File: config.mk
export PLATFORM = sky130hd
export DESIGN_NAME = uefc_enh_ctl
export DESIGN_NICKNAME = d
export VERILOG_FILES = /design/src/verilog/uefc_pkg.sv /design/src/verilog/uefc_flow_ctl.sv /design/src/verilog/uefc_enh_ctl.sv
export VERILOG_INCLUDE_DIRS = /design/src /design/src/verilog
export SDC_FILE = /design/constraint.sdc
export NUM_CORES = 1
export LEC_CHECK = 0
export ABC_AREA = 1
export BUFFER_PORTS_ARGS = -buffer_cell sky130_fd_sc_hd__clkbuf_2
export CAP_MARGIN = 40
export CORE_UTILIZATION = 40
export DETAILED_ROUTE_END_ITERATION = 7
export GPL_TIMING_DRIVEN = 0
export RECOVER_POWER = 50
export SLEW_MARGIN = 30
export SYNTH_ARGS = -nofsm -noshare
export SYNTH_HDL_FRONTEND = slang
export SYNTH_SLANG_ARGS = --single-unit
File: constraint.sdc
create_clock -name sys_clk -period 2.3 [get_ports sys_clk]
set_clock_uncertainty 0.1 [all_clocks]
set_input_delay 0.345 -clock sys_clk [delete_from_list [all_inputs] [get_ports sys_clk]]
set_output_delay 0.345 -clock sys_clk [all_outputs]
set_load 0.01 [all_outputs]
File: src/verilog/uefc_consts.svh
// register offsets, field positions, reset values and trigger tables
`ifndef UEFC_CONSTS_SVH
`define UEFC_CONSTS_SVH

// register offsets on the 3-bit address
`define UEFC_OFS_DVL        3'h0
`define UEFC_OFS_DVH        3'h1
`define UEFC_OFS_IEN        3'h1
`define UEFC_OFS_FFC_IDN    3'h2
`define UEFC_OFS_FEA        3'h2
`define UEFC_OFS_LCR        3'h3
`define UEFC_OFS_MDM        3'h4
`define UEFC_OFS_FTH        3'h6
`define UEFC_OFS_TRG        3'h7
`define UEFC_OFS_XOFF2      3'h7
`define UEFC_OFS_FRDY       3'h7

// line-control key that opens the enhanced bank
`define UEFC_LCR_ENH_KEY    8'hBF
`define UEFC_LCR_DLAB_BIT   7

// feature control fields
`define UEFC_FEA_CTS_BIT    7
`define UEFC_FEA_RTS_BIT    6
`define UEFC_FEA_SPC_BIT    5
`define UEFC_FEA_ENH_BIT    4

// other control fields
`define UEFC_IEN_SLEEP_BIT  4
`define UEFC_MDM_RTS_BIT    1
`define UEFC_MDM_FRDY_BIT   2
`define UEFC_MDM_LOOP_BIT   4
`define UEFC_MDM_BANK_BIT   6
`define UEFC_IDN_SPC_BIT    4

// reset values
`define UEFC_RST_BYTE       8'h00
`define UEFC_RST_IDN        8'h01

// fifo-control trigger tables, in characters
`define UEFC_FFC_RX_TRIG0   7'h08
`define UEFC_FFC_RX_TRIG1   7'h10
`define UEFC_FFC_RX_TRIG2   7'h38
`define UEFC_FFC_RX_TRIG3   7'h3C
`define UEFC_FFC_TX_TRIG0   7'h08
`define UEFC_FFC_TX_TRIG1   7'h10
`define UEFC_FFC_TX_TRIG2   7'h20
`define UEFC_FFC_TX_TRIG3   7'h38

`endif

File: src/verilog/uefc_pkg.sv
// types shared by the enhanced-feature control block
`default_nettype none
package uefc_pkg;
  // register selected by one bus access
  typedef enum logic [3:0] {
    UEFC_ACC_NONE,
    UEFC_ACC_DVL,
    UEFC_ACC_DVH,
    UEFC_ACC_IEN,
    UEFC_ACC_FFC_IDN,
    UEFC_ACC_LCR,
    UEFC_ACC_MDM,
    UEFC_ACC_FEA,
    UEFC_ACC_XOFF2,
    UEFC_ACC_FTH,
    UEFC_ACC_TRG,
    UEFC_ACC_FRDY
  } uefc_acc_e;
endpackage
`default_nettype wire

File: src/verilog/uefc_flow_ctl.sv
// hardware flow control: clear-to-send stop and request-to-send hysteresis
`include "uefc_consts.svh"
`default_nettype none
module uefc_flow_ctl
  import uefc_pkg::*;
#(
  parameter int LVL_W = 7
) (
  input  wire logic             sys_clk,      // device clock
  input  wire logic             rst_n,        // async reset, active low
  input  wire logic             ce,           // clock enable
  input  wire logic             auto_cts_en,  // clear-to-send stop enabled
  input  wire logic             auto_rts_en,  // request-to-send control enabled
  input  wire logic             cts_n,        // clear-to-send pin, active low
  input  wire logic             mdm_rts,      // software request-to-send bit
  input  wire logic [LVL_W-1:0] rx_level,     // receive fifo fill level
  input  wire logic [3:0]       halt_lvl,     // halt threshold over four
  input  wire logic [3:0]       resume_lvl,   // resume threshold over four
  output logic                  tx_stop,      // transmitter must hold off
  output logic                  rts_n         // request-to-send pin, active low
);

  logic             halted;
  logic [LVL_W-1:0] halt_cnt;
  logic [LVL_W-1:0] resume_cnt;

  // thresholds scaled to bytes, steps of four
  assign halt_cnt   = LVL_W'({halt_lvl, 2'b00});
  assign resume_cnt = LVL_W'({resume_lvl, 2'b00});

  always_ff @(posedge sys_clk or negedge rst_n) begin
    if (!rst_n) begin
      tx_stop <= 1'b0;
    end else if (ce) begin
      tx_stop <= auto_cts_en & cts_n;
    end
  end

  always_ff @(posedge sys_clk or negedge rst_n) begin
    if (!rst_n) begin
      halted <= 1'b0;
    end else if (ce) begin
      if (!auto_rts_en) begin
        halted <= 1'b0;
      end else if (rx_level >= halt_cnt) begin
        halted <= 1'b1;
      end else if (rx_level <= resume_cnt) begin
        halted <= 1'b0;
      end
    end
  end

  always_ff @(posedge sys_clk or negedge rst_n) begin
    if (!rst_n) begin
      rts_n <= 1'b1;
    end else if (ce) begin
      if (auto_rts_en) begin
        rts_n <= (rx_level >= halt_cnt) | (halted & (rx_level > resume_cnt));
      end else begin
        rts_n <= ~mdm_rts;
      end
    end
  end

endmodule
`default_nettype wire

File: src/verilog/uefc_enh_ctl.sv
// enhanced-feature register bank for one serial channel
`include "uefc_consts.svh"
`default_nettype none

// Notes on behaviour
// - cts flow on: stop transmit while cts high
// - auto rts: high at halt, low at resume
// - special char matches second stop: flag, still stored
// - enhanced enable gates upper control bit writes
// - low feature nibble picks software flow mode
// - sixteen-bit divisor in two byte registers
// - divisor writes only while sleep disabled
// - threshold register: resume high nibble, halt low
// - threshold writes need enhanced and bank bits
// - trigger register: rx high nibble, tx low
// - zero trigger nibble falls back to fifo control
// - trigger writes need enhanced and bank bits
// - ready word: rx bits 5:4, tx 1:0
// - flow and special detect off after reset
module uefc_enh_ctl
  import uefc_pkg::*;
#(
  parameter bit IS_CHANNEL_B = 1'b0,
  parameter int LVL_W        = 7
) (
  input  wire logic             sys_clk,           // device clock
  input  wire logic             rst_n,             // async reset, active low
  input  wire logic             ce,                // clock enable
  input  wire logic             select_channel_a_n,// chip select channel a
  input  wire logic             select_channel_b_n,// chip select channel b
  input  wire logic [2:0]       addr,              // register address
  input  wire logic [7:0]       wdata,             // write data
  input  wire logic             wr_n,              // write strobe, active low
  input  wire logic             rd_n,              // read strobe, active low
  input  wire logic             cts_n,             // clear-to-send pin
  input  wire logic [LVL_W-1:0] rx_level,          // receive fifo level
  input  wire logic             rx_char_valid,     // received char pulse
  input  wire logic [7:0]       rx_char,           // received char
  input  wire logic [1:0]       rx_ready_ba,       // rx fifo status b,a
  input  wire logic [1:0]       tx_ready_ba,       // tx fifo status b,a
  output logic [7:0]            rdata,             // read data
  output logic [15:0]           divisor,           // baud divisor
  output logic [3:0]            sw_flow_mode,      // software flow select
  output logic [LVL_W-1:0]      rx_trigger,        // effective rx trigger
  output logic [LVL_W-1:0]      tx_trigger,        // effective tx trigger
  output logic [7:0]            interrupt_enable_reg, // interrupt enables
  output logic [7:0]            fifo_ctrl_reg,     // fifo control bits
  output logic [7:0]            modem_ctrl_reg,    // modem control bits
  output logic                  special_char_flag, // special char seen
  output logic                  tx_stop,           // transmit hold
  output logic                  rts_n              // request-to-send pin
);

  logic [7:0] line_ctrl;
  logic [7:0] feature_ctrl;
  logic [7:0] divisor_lo;
  logic [7:0] divisor_hi;
  logic [7:0] flow_threshold_reg;
  logic [7:0] trigger_level_reg;
  logic [7:0] stop_char2;
  logic       wr_prev;
  logic       rd_prev;
  logic       own_cs;
  logic       any_cs;
  logic       wr_take;
  logic       rd_take;
  logic       bank_open;
  uefc_acc_e  wr_acc;
  uefc_acc_e  rd_acc;
  logic       rd_ok;
  logic [7:0] next_rdata;
  logic [7:0] ready_word;
  logic [7:0] identity;

  // which register a given address reaches under the current bank state
  function automatic uefc_acc_e decode_acc(
    input logic [2:0] a,
    input logic [7:0] lcr,
    input logic       enh_bank,
    input logic       frdy_on,
    input logic       is_read
  );
    uefc_acc_e r;
    r = UEFC_ACC_NONE;
    if (a == `UEFC_OFS_LCR) begin
      r = UEFC_ACC_LCR;
    end else if (lcr[`UEFC_LCR_DLAB_BIT] && a == `UEFC_OFS_DVL) begin
      r = UEFC_ACC_DVL;
    end else if (lcr[`UEFC_LCR_DLAB_BIT] && a == `UEFC_OFS_DVH) begin
      r = UEFC_ACC_DVH;
    end else if (lcr == `UEFC_LCR_ENH_KEY) begin
      if (a == `UEFC_OFS_FEA) begin
        r = UEFC_ACC_FEA;
      end else if (a == `UEFC_OFS_XOFF2) begin
        r = UEFC_ACC_XOFF2;
      end
    end else if (!lcr[`UEFC_LCR_DLAB_BIT] && a == `UEFC_OFS_IEN) begin
      r = UEFC_ACC_IEN;
    end else if (a == `UEFC_OFS_FFC_IDN) begin
      r = UEFC_ACC_FFC_IDN;
    end else if (a == `UEFC_OFS_MDM) begin
      r = UEFC_ACC_MDM;
    end else if (a == `UEFC_OFS_FTH && enh_bank) begin
      r = UEFC_ACC_FTH;
    end else if (a == `UEFC_OFS_FRDY && is_read && frdy_on) begin
      r = UEFC_ACC_FRDY;
    end else if (a == `UEFC_OFS_TRG && enh_bank) begin
      r = UEFC_ACC_TRG;
    end
    return r;
  endfunction

  // chip selects and strobe edges
  assign own_cs    = IS_CHANNEL_B ? ~select_channel_b_n : ~select_channel_a_n;
  assign any_cs    = ~select_channel_a_n | ~select_channel_b_n;
  assign wr_take   = own_cs & ~wr_n & wr_prev;
  assign rd_take   = ~rd_n & rd_prev;
  assign bank_open = feature_ctrl[`UEFC_FEA_ENH_BIT] & modem_ctrl_reg[`UEFC_MDM_BANK_BIT];

  // access decode for both directions
  assign wr_acc = decode_acc(addr, line_ctrl, bank_open, 1'b0, 1'b0);
  assign rd_acc = decode_acc(addr, line_ctrl, bank_open,
                             modem_ctrl_reg[`UEFC_MDM_FRDY_BIT] & ~modem_ctrl_reg[`UEFC_MDM_LOOP_BIT], 1'b1);
  assign rd_ok  = (rd_acc == UEFC_ACC_FRDY) ? any_cs : own_cs;

  assign ready_word = {2'b00, rx_ready_ba, 2'b00, tx_ready_ba};
  assign identity   = special_char_flag ? 8'h10 : `UEFC_RST_IDN;

  // strobe history for edge detection
  always_ff @(posedge sys_clk or negedge rst_n) begin
    if (!rst_n) begin
      wr_prev <= 1'b1;
      rd_prev <= 1'b1;
    end else if (ce) begin
      wr_prev <= wr_n;
      rd_prev <= rd_n;
    end
  end

  // line control, always writable
  always_ff @(posedge sys_clk or negedge rst_n) begin
    if (!rst_n) begin
      line_ctrl <= `UEFC_RST_BYTE;
    end else if (ce && wr_take && wr_acc == UEFC_ACC_LCR) begin
      line_ctrl <= wdata;
    end
  end

  always_ff @(posedge sys_clk or negedge rst_n) begin
    if (!rst_n) begin
      feature_ctrl <= `UEFC_RST_BYTE;
      stop_char2   <= `UEFC_RST_BYTE;
    end else if (ce && wr_take) begin
      if (wr_acc == UEFC_ACC_FEA) begin
        feature_ctrl <= wdata;
      end
      if (wr_acc == UEFC_ACC_XOFF2) begin
        stop_char2 <= wdata;
      end
    end
  end

  always_ff @(posedge sys_clk or negedge rst_n) begin
    if (!rst_n) begin
      interrupt_enable_reg <= `UEFC_RST_BYTE;
      fifo_ctrl_reg        <= `UEFC_RST_BYTE;
      modem_ctrl_reg       <= `UEFC_RST_BYTE;
    end else if (ce && wr_take) begin
      if (wr_acc == UEFC_ACC_IEN) begin
        interrupt_enable_reg <= feature_ctrl[`UEFC_FEA_ENH_BIT] ? wdata
                                : {interrupt_enable_reg[7:4], wdata[3:0]};
      end
      if (wr_acc == UEFC_ACC_FFC_IDN) begin
        fifo_ctrl_reg <= feature_ctrl[`UEFC_FEA_ENH_BIT] ? wdata
                         : {wdata[7:6], fifo_ctrl_reg[5:4], wdata[3:0]};
      end
      if (wr_acc == UEFC_ACC_MDM) begin
        modem_ctrl_reg <= feature_ctrl[`UEFC_FEA_ENH_BIT] ? wdata
                          : {modem_ctrl_reg[7:5], wdata[4:0]};
      end
    end
  end

  always_ff @(posedge sys_clk or negedge rst_n) begin
    if (!rst_n) begin
      divisor_lo <= `UEFC_RST_BYTE;
      divisor_hi <= `UEFC_RST_BYTE;
    end else if (ce && wr_take && !interrupt_enable_reg[`UEFC_IEN_SLEEP_BIT]) begin
      if (wr_acc == UEFC_ACC_DVL) begin
        divisor_lo <= wdata;
      end
      if (wr_acc == UEFC_ACC_DVH) begin
        divisor_hi <= wdata;
      end
    end
  end

  always_ff @(posedge sys_clk or negedge rst_n) begin
    if (!rst_n) begin
      divisor <= 16'h0000;
    end else if (ce) begin
      divisor <= {divisor_hi, divisor_lo};
    end
  end

  always_ff @(posedge sys_clk or negedge rst_n) begin
    if (!rst_n) begin
      flow_threshold_reg <= `UEFC_RST_BYTE;
      trigger_level_reg  <= `UEFC_RST_BYTE;
    end else if (ce && wr_take) begin
      if (wr_acc == UEFC_ACC_FTH) begin
        flow_threshold_reg <= wdata;
      end
      if (wr_acc == UEFC_ACC_TRG) begin
        trigger_level_reg <= wdata;
      end
    end
  end

  always_ff @(posedge sys_clk or negedge rst_n) begin
    if (!rst_n) begin
      sw_flow_mode <= 4'h0;
    end else if (ce) begin
      sw_flow_mode <= feature_ctrl[3:0];
    end
  end

  always_ff @(posedge sys_clk or negedge rst_n) begin
    if (!rst_n) begin
      rx_trigger <= LVL_W'(`UEFC_FFC_RX_TRIG0);
      tx_trigger <= LVL_W'(`UEFC_FFC_TX_TRIG0);
    end else if (ce) begin
      if (trigger_level_reg[7:4] != 4'h0) begin
        rx_trigger <= LVL_W'({trigger_level_reg[7:4], 2'b00});
      end else begin
        unique case (fifo_ctrl_reg[7:6])
          2'b00: rx_trigger <= LVL_W'(`UEFC_FFC_RX_TRIG0);
          2'b01: rx_trigger <= LVL_W'(`UEFC_FFC_RX_TRIG1);
          2'b10: rx_trigger <= LVL_W'(`UEFC_FFC_RX_TRIG2);
          2'b11: rx_trigger <= LVL_W'(`UEFC_FFC_RX_TRIG3);
        endcase
      end
      if (trigger_level_reg[3:0] != 4'h0) begin
        tx_trigger <= LVL_W'({trigger_level_reg[3:0], 2'b00});
      end else begin
        unique case (fifo_ctrl_reg[5:4])
          2'b00: tx_trigger <= LVL_W'(`UEFC_FFC_TX_TRIG0);
          2'b01: tx_trigger <= LVL_W'(`UEFC_FFC_TX_TRIG1);
          2'b10: tx_trigger <= LVL_W'(`UEFC_FFC_TX_TRIG2);
          2'b11: tx_trigger <= LVL_W'(`UEFC_FFC_TX_TRIG3);
        endcase
      end
    end
  end

  // special char match, set beats read clear
  always_ff @(posedge sys_clk or negedge rst_n) begin
    if (!rst_n) begin
      special_char_flag <= 1'b0;
    end else if (ce) begin
      if (feature_ctrl[`UEFC_FEA_SPC_BIT] && rx_char_valid && rx_char == stop_char2) begin
        special_char_flag <= 1'b1;
      end else if (rd_take && own_cs && rd_acc == UEFC_ACC_FFC_IDN) begin
        special_char_flag <= 1'b0;
      end
    end
  end

  // read multiplexer
  always_comb begin
    next_rdata = 8'h00;
    if (!rd_n && rd_ok) begin
      unique case (rd_acc)
        UEFC_ACC_DVL:     next_rdata = divisor_lo;
        UEFC_ACC_DVH:     next_rdata = divisor_hi;
        UEFC_ACC_IEN:     next_rdata = interrupt_enable_reg;
        UEFC_ACC_FFC_IDN: next_rdata = identity;
        UEFC_ACC_LCR:     next_rdata = line_ctrl;
        UEFC_ACC_MDM:     next_rdata = modem_ctrl_reg;
        UEFC_ACC_FEA:     next_rdata = feature_ctrl;
        UEFC_ACC_XOFF2:   next_rdata = stop_char2;
        UEFC_ACC_FTH:     next_rdata = flow_threshold_reg;
        UEFC_ACC_TRG:     next_rdata = trigger_level_reg;
        UEFC_ACC_FRDY:    next_rdata = ready_word;
        UEFC_ACC_NONE:    next_rdata = 8'h00;
        default:          next_rdata = 8'h00;
      endcase
    end
  end

  // registered read data
  always_ff @(posedge sys_clk or negedge rst_n) begin
    if (!rst_n) begin
      rdata <= 8'h00;
    end else if (ce) begin
      rdata <= next_rdata;
    end
  end

  uefc_flow_ctl #(
    .LVL_W (LVL_W)
  ) u_flow (
    .sys_clk     (sys_clk),
    .rst_n       (rst_n),
    .ce          (ce),
    .auto_cts_en (feature_ctrl[`UEFC_FEA_CTS_BIT]),
    .auto_rts_en (feature_ctrl[`UEFC_FEA_RTS_BIT]),
    .cts_n       (cts_n),
    .mdm_rts     (modem_ctrl_reg[`UEFC_MDM_RTS_BIT]),
    .rx_level    (rx_level),
    .halt_lvl    (flow_threshold_reg[3:0]),
    .resume_lvl  (flow_threshold_reg[7:4]),
    .tx_stop     (tx_stop),
    .rts_n       (rts_n)
  );

endmodule
`default_nettype wire

==> results of run 1 <==
==> through the flow <==
step	power, mW	instances
floorplan	2.80	757
global placement	3.11	1041
detailed placement	3.13	1042
CTS	5.93	1075
global route	6.10	1081
finish	5.90	1081
==> cell usage in the layout, fill, tap and decap left out, types with 3 or more instances in the layout <==
master and instances:
nand3_2 4, dfrtp_1 115, buf_2 7, o21ai_2 8
nor2_4 6, xor2_1 7, nand4_1 22, nand2_1 229
clkbuf_1 53, nand3_1 33, inv_1 64, buf_4 14
nor2_1 55, bufinv_16 3, o21ai_1 19, conb_1 6
a21oi_1 6, nor3_1 4, clkbuf_2 59, clkbuf_16 17
o21ai_0 78, clkbuf_8 5, a221oi_1 4, nor2_2 8
a31oi_1 3, ha_1 12, inv_2 8, nand2_2 12
dfstp_2 5
==> final cells by class <==
cell class                 instances  share of cell area
buffer                            26              0.0196
clock buffer                      26              0.0675
clock inverter                     6              0.0146
inverter                          72              0.0358
multi-input combinational        537               0.358
sequential                       122               0.406
tap                              184              0.0305
timing repair buffer             108              0.0683
==> power by group through the flow <==
| stage | Clock, mW | Combinational, mW | Sequential [mW] |
|---|---|---|---|
| after floorplan | 0 | 0.319 | 2.48 |
| after global placement | 0 | 0.646 | 2.47 |
| after detailed placement | 0 | 0.662 | 2.46 |
| after CTS | 2.83 | 0.667 | 2.43 |
| after global routing | 2.91 | 0.739 | 2.45 |
| final | 2.82 | 0.655 | 2.43 |
==> timing repair <==
item	4_1_cts	5_1_grt
gates cloned	0	0
setup endpoints to repair	2	33
buffers inserted	0	6
hold buffers	1	0
pin swaps	0	2
resized for setup	2	15
endpoints found under the hold margin	71	0
==> cells by family after synthesis <==
| kind of cell | count (synthesis) |
|---|---|
| adder cells (fa/ha/maj) | 12 |
| XOR/XNOR | 7 |
| flip-flops | 122 |
| AO/OA/AOI/OAI | 130 |
| AND/OR/NAND/NOR | 382 |
| buffers and inverters | 98 |
| other | 1 |
==> per-layer routing <==
metal	global-route usage	vias to the layer above	part of all wire
met1	0.356	2666	0.48
met3	0.0496	35	0.054
met5	0	-	0
met4	0.0997	0	0.023
li1	-	2708	-
met2	0.384	182	0.45
==> how the worst max path moves through the flow <==
stage,startpoint,to
finish,line_ctrl[6],flow_threshold_reg[5]
global placement,rst_n,fifo_ctrl_reg[1]
global route,line_ctrl[6],rdata[2]
floorplan,line_ctrl[7],flow_threshold_reg[5]
detailed placement,ce,divisor_hi[6]
CTS,line_ctrl[7],rdata[6]
==> cells in the mapped netlist (4+ instances only) <==
master,count,area share
nand4_1,22,0.023
a21oi_1,7,0.0057
nor2_4,5,0.0092
xor2_1,7,0.010
dfrtp_1,117,0.48
buf_4,7,0.0086
a221oi_1,4,0.0057
dfstp_2,5,0.022
inv_1,64,0.039
o21ai_1,19,0.016
nand2_1,232,0.14
nand2_2,9,0.0092
ha_1,12,0.025
o21ai_2,9,0.013
nor2_2,4,0.0041
inv_2,8,0.0049
nand3_1,35,0.029
clkbuf_1,9,0.0055
o21ai_0,78,0.064
buf_2,7,0.0057
nor3_1,4,0.0033
nor2_1,60,0.037
==> worst max-delay path, cell delays in order, from the launching register on <==
cell     delay (ns)
dfrtp_1        0.43
inv_1          0.07
nand2_1        0.05
nor2_2         0.13
nand2_2        0.14
nand3_1        0.12
nand2_1        0.09
nand2_4        0.14
buf_4          0.13
nand2_2        0.06
nor2_4         0.12
nand2_2        0.12
buf_6          0.18
nand2_1        0.08
o21ai_2        0.05
==> results.txt, run 1 <==
----------------------------------------------------
[Cells and area]
  Footprint of the flip-flops and latches ... 3060 um^2
  Max reg flops ... 16
  Largest register by flop count ... divisor
  Final antenna diode count ... 0
  Count of filler cells inserted in the layout ... 1520
  Utilization after layout ... 0.513
  Layout Area Growth over Synthesis ... 23.6%
  Area of combinational cells with multiple inputs ... 2700 um^2
  Fraction of final layout cells with drive strength greater than 1 ... 0.192
  Number of nets in the finished design ... 935
  Final design area excluding fillers ... 7540 um^2

[Logic synthesis]
  Post-synth EDFFs ... 0
  Synth Instances ... 752
  Adder-cell share of the synthesized area ... 0.0246
  Number of distinct library cell variants in the gate-level netlist after synthesis ... 39
  Simple-gate area share of the yosys netlist ... 0.273
  Leading register cell type out of synthesis ... dfrtp_1
  Post-synthesis mux area share ... 0
  Flops & latches, synth ... 122
  Per-instance average area after synthesis ... 8.12 um^2
  Combinational family with the most area after synthesis ... simple AND/OR/NAND/NOR gates
  Proportion of register bits with asynchronous set or reset after synthesis ... 1.00
  Post-Synthesis Cell Area ... 6100 um^2
  Part of the Yosys area used for sequential elements ... 0.501
  Share of the synthesized netlist area taken by xor and xnor gates ... 0.0100
  Synth Warn # ... 0
  Synth Area in Compound Gates ... 0.123

[Floorplan]
  Die Span X ... 126 um
  DIE HEIGHT ... 126 um
  Effective utilization at floorplan ... 0.415
  Core Box Area ... 14700 um^2
  I/O pins ... 108
  Total number of placement rows ... 44
  Total die area ... 15800 um^2

[Timing]
  Final hold slack ... 0.0484 ns
  Post-route setup TNS ... 0 ns
  Slew at the pin closest to its max-slew limit ... 0.969 ns
  Final slew viol count ... 0
  Post-layout worst setup margin ... 0.130 ns
  Final worst path period share ... 0.943
  Final critical-path required period ... 2.17 ns
  # setup viols final ... 0
  Setup repair after global routing missed its margin ... true
  Maximum achievable frequency ... 461 MHz
  Normalized max-slew margin ... 0.354
  Final number of hold-violating endpoints ... 0

[CTS]
  Clock network latency to the later pin of the worst-skew pair ... 0.43 ns
  Clock buffer count from CTS ... 17
  Clock tree from TritonCTS ... done
  Clock Path Buffers ... 2
  Clock tree sinks ... 122
  Clk root buf ... clkbuf_16
  CTS clock-pin slew for the worst setup and hold paths ... 0.05 ns
  Max H-tree Level ... 4

[Route]
  Avg Vias per Cell ... 5.17
  TritonRoute pass-1 iters ... 7
  Count of routing violations after the opening detailed-route iteration ... 410
  Post-DRT Antenna Nets ... 0
  Avg WL per Cell ... 17.2 um
  DRC viols ... 9
  Count of vias placed by the detailed router ... 5591
  Routed wire length ... 18.6 mm

[GRT]
  Wire length of the first global-routing pass ... 29.7 mm
  Number of global-route vias before repair ... 5312
  Overflow left after global routing ... 0
  Largest net degree at the start of global routing ... 73
  Number of antenna violations at the first check in global routing ... 0
  GRT Util Overall ... 0.253

[Setup path]
  Kind of start point of the critical path ... flip-flop
  Largest fanout on the critical path ... 10
  Startpoint of the worst-slack reg-to-reg timing path ... line_ctrl[6]
  Terminus of the critical flop-to-flop path ... flow_threshold_reg[5]
  Worst endpoint required time ... 2.49 ns
  Path type of the worst setup path ... reg -> reg
  Worst setup slack for register-to-register paths ... 0.13 ns
  Reg2Reg Depth ... 14
  Setup crit end kind ... flip-flop
  Worst Path Arrival ... 2.36 ns

[Hold path]
  Endpoint of the worst hold-timing path ... modem_ctrl_reg[0]
  Worst Min Path Start ... wdata[0]
  Worst hold stages ... 3
  Worst hold-check path type ... in -> reg

[Place]
  IO Port Bufs ... 100
  Global placer's final weighted congestion ... 0.917
  DP Worst Slack ... -0.202 ns
  Post-detail-place hpwl ... 13.4 mm
  Instance area after placement ... 6890 um^2

[Power and ir drop]
  Proportion of power drawn by flip-flops and latches ... 0.412
  Portion of total power attributed to the clock network ... 0.477
  Power share of the combinational group ... 0.111
  Power density over cell area ... 782 nW/um^2
  Switching power ... 1.53 mW
  Share of total power consumed by net switching ... 0.259
  Cell internal pwr ... 4.37 mW
  Maximum vdd ir drop ... 0.000529 V
  Leakage power of the design ... 3.73 nW

[Run status]
  Violated checks ... design-rule violations
  Status ... finished with violations

[Flow run]
  Max-capacitance violation count ... 0

----------------------------------------------------
(Power assumes the default switching activity.)
==> run 2, diff against run 1 <==
Clock period 2.3 ns to 2.65 ns, I/O delays scaled along.
==> run 2 against run 1 <==
- largest cell class unchanged
- final cell count down 0.56%
- sequential power down 13%
- first-iteration DRC count increased by 6.8%
- die area unchanged
- highest routed layer unchanged
- the run ends with design-rule violations, max-capacitance violations, max-slew violations left
- fmax fell by 13%
==> results.txt, run 2 (synthesis results as in run 1) <==
----------------------------------------------------
[CTS]
  Clk root buf ... clkbuf_16
  CTS clock-pin slew for the worst setup and hold paths ... 0.05 ns
  Clock Path Buffers ... 2
  Clock network latency to the later pin of the worst-skew pair ... 0.43 ns
  CTS Hold Bufs ... 1
  Setup fix buffers added after clock tree synthesis ... 0
  Clock buffer count from CTS ... 17
  Max H-tree Level ... 4
  Resize count post-CTS ... 0
  Clock tree sinks ... 122
  Clock tree from TritonCTS ... done

[Timing]
  # setup viols final ... 0
  Slew at the pin closest to its max-slew limit ... 1.63 ns
  Normalized max-slew margin ... -0.0868
  Post-route setup TNS ... 0 ns
  Final critical-path required period ... 2.50 ns
  Final slew viol count ... 72
  Post-layout worst setup margin ... 0.151 ns
  Setup repair after global routing missed its margin ... false
  Maximum achievable frequency ... 400 MHz
  Final number of hold-violating endpoints ... 0
  Final hold slack ... 0.103 ns
  Final worst path period share ... 0.943

[Cells and area]
  Layout Area Growth over Synthesis ... 22.2%
  Largest register by flop count ... divisor
  Most common cell after layout, fill and taps aside ... nand2_1
  Final antenna diode count ... 0
  Top library cells by usage in the layout, fill and taps aside ... 232 x nand2_1, 117 x dfrtp_1, 78 x o21ai_0, 65 x inv_1, 60 x nor2_1
  Final design area excluding fillers ... 7460 um^2
  Non-filler instance count after layout ... 1075
  Number of nets in the finished design ... 929
  Max reg flops ... 16
  Utilization after layout ... 0.508
  Fraction of final layout cells with drive strength greater than 1 ... 0.171

[Route]
  Count of routing violations after the opening detailed-route iteration ... 438
  Routed wire length ... 18.5 mm
  TritonRoute pass-1 iters ... 7
  DRC viols ... 9
  Count of vias placed by the detailed router ... 5599
  Avg Vias per Cell ... 5.21
  Post-DRT Antenna Nets ... 0
  Avg WL per Cell ... 17.2 um

[Floorplan]
  Total die area ... 15800 um^2
  Total number of placement rows ... 44
  Core Box Area ... 14700 um^2
  Die Span X ... 126 um
  Effective utilization at floorplan ... 0.415
  DIE HEIGHT ... 126 um
  I/O pins ... 108

[Place]
  Instance area after placement ... 6890 um^2
  Total placed cells including tap cells ... 1042
  IO Port Bufs ... 100
  DP Worst Slack ... 0.0951 ns
  Global placer's final weighted congestion ... 0.917
  Post-detail-place hpwl ... 13.4 mm

[Power and ir drop]
  Power density over cell area ... 684 nW/um^2
  Total Power Consumption ... 5.11 mW
  Leakage power of the design ... 3.71 nW
  Maximum vdd ir drop ... 0.000468 V

[GRT]
  Overflow left after global routing ... 0
  GRT Util Overall ... 0.253
  Number of global-route vias before repair ... 5312
  Wire length of the first global-routing pass ... 29.7 mm
  Number of antenna violations at the first check in global routing ... 0
  Largest net degree at the start of global routing ... 73

[Hold path]
  Worst hold-check path type ... in -> reg

[Run status]
  Violated checks ... design-rule violations, max-capacitance violations, max-slew violations
  Status ... finished with violations

[Setup path]
  Worst endpoint required time ... 2.86 ns
  Worst setup slack for register-to-register paths ... 0.15 ns
  Setup crit end kind ... flip-flop
  Worst Path Arrival ... 2.71 ns
  Cell with the largest stage delay on the worst path ... dfrtp_1
  Kind of start point of the critical path ... flip-flop
  Longest individual stage delay on the worst path ... 0.47 ns
  Critical Path, Cell by Cell ... nand2_1 -> nor2_1 -> nand3_1 -> inv_1 -> a21oi_1 -> nand3_1 -> nor2_1 -> nor2_1 -> nand3b_1 -> nand2_1 -> nand2_1
  Largest fanout on the critical path ... 8
  Path type of the worst setup path ... reg -> reg

[Flow run]
  Max-capacitance violation count ... 1

----------------------------------------------------
## run 2: cell count changes in the layout (fill, tap and decap cells not counted), moves of 3 or more
cell,delta
nor2_2,-4
nor2_1,+5
nand2_1,+3
buf_4,-7
nand2_2,-3
## run 2: critical path: cells and delay by family (launching register included)
family          cells  cell delay, ns
simple gates        9            1.33
flops               1            0.47
buf+inv             1            0.32
compound gates      1            0.17
## run 2: where the power goes
part	switching, mW	total (mW)	internal, mW
combinational	0.371	0.561	0.190
sequential	0.113	2.11	2.00
clock	0.832	2.43	1.60
total	1.32	5.11	3.79
## run 2: final timing paths
check                      cells after the start          from                end
max                                           11  line_ctrl[7]           rdata[6]
min in group asynchronous                      2         rst_n    sw_flow_mode[3]
max in group asynchronous                      3         rst_n      rx_trigger[3]
min                                            3      wdata[0]  modem_ctrl_reg[0]
min reg2reg                                    2    divisor[7]         divisor[7]
max reg2reg                                   11  line_ctrl[7]           rdata[6]
## run 2: metal layers
metal,vias up,global-route usage,share of wire
li1,2698,-,-
met2,212,0.384,0.45
met1,2652,0.356,0.47
met4,0,0.0997,0.024
met3,37,0.0496,0.059
met5,-,0,0
## run 2: final cells by class
class                      count  area, um^2
fill                        1523        7240
sequential                   122        3060
multi-input combinational    537        2650
clock buffer                  26         509
timing repair buffer         102         488
inverter                      72         270
tap                          184         230
buffer                        26         148
clock inverter                 6         110
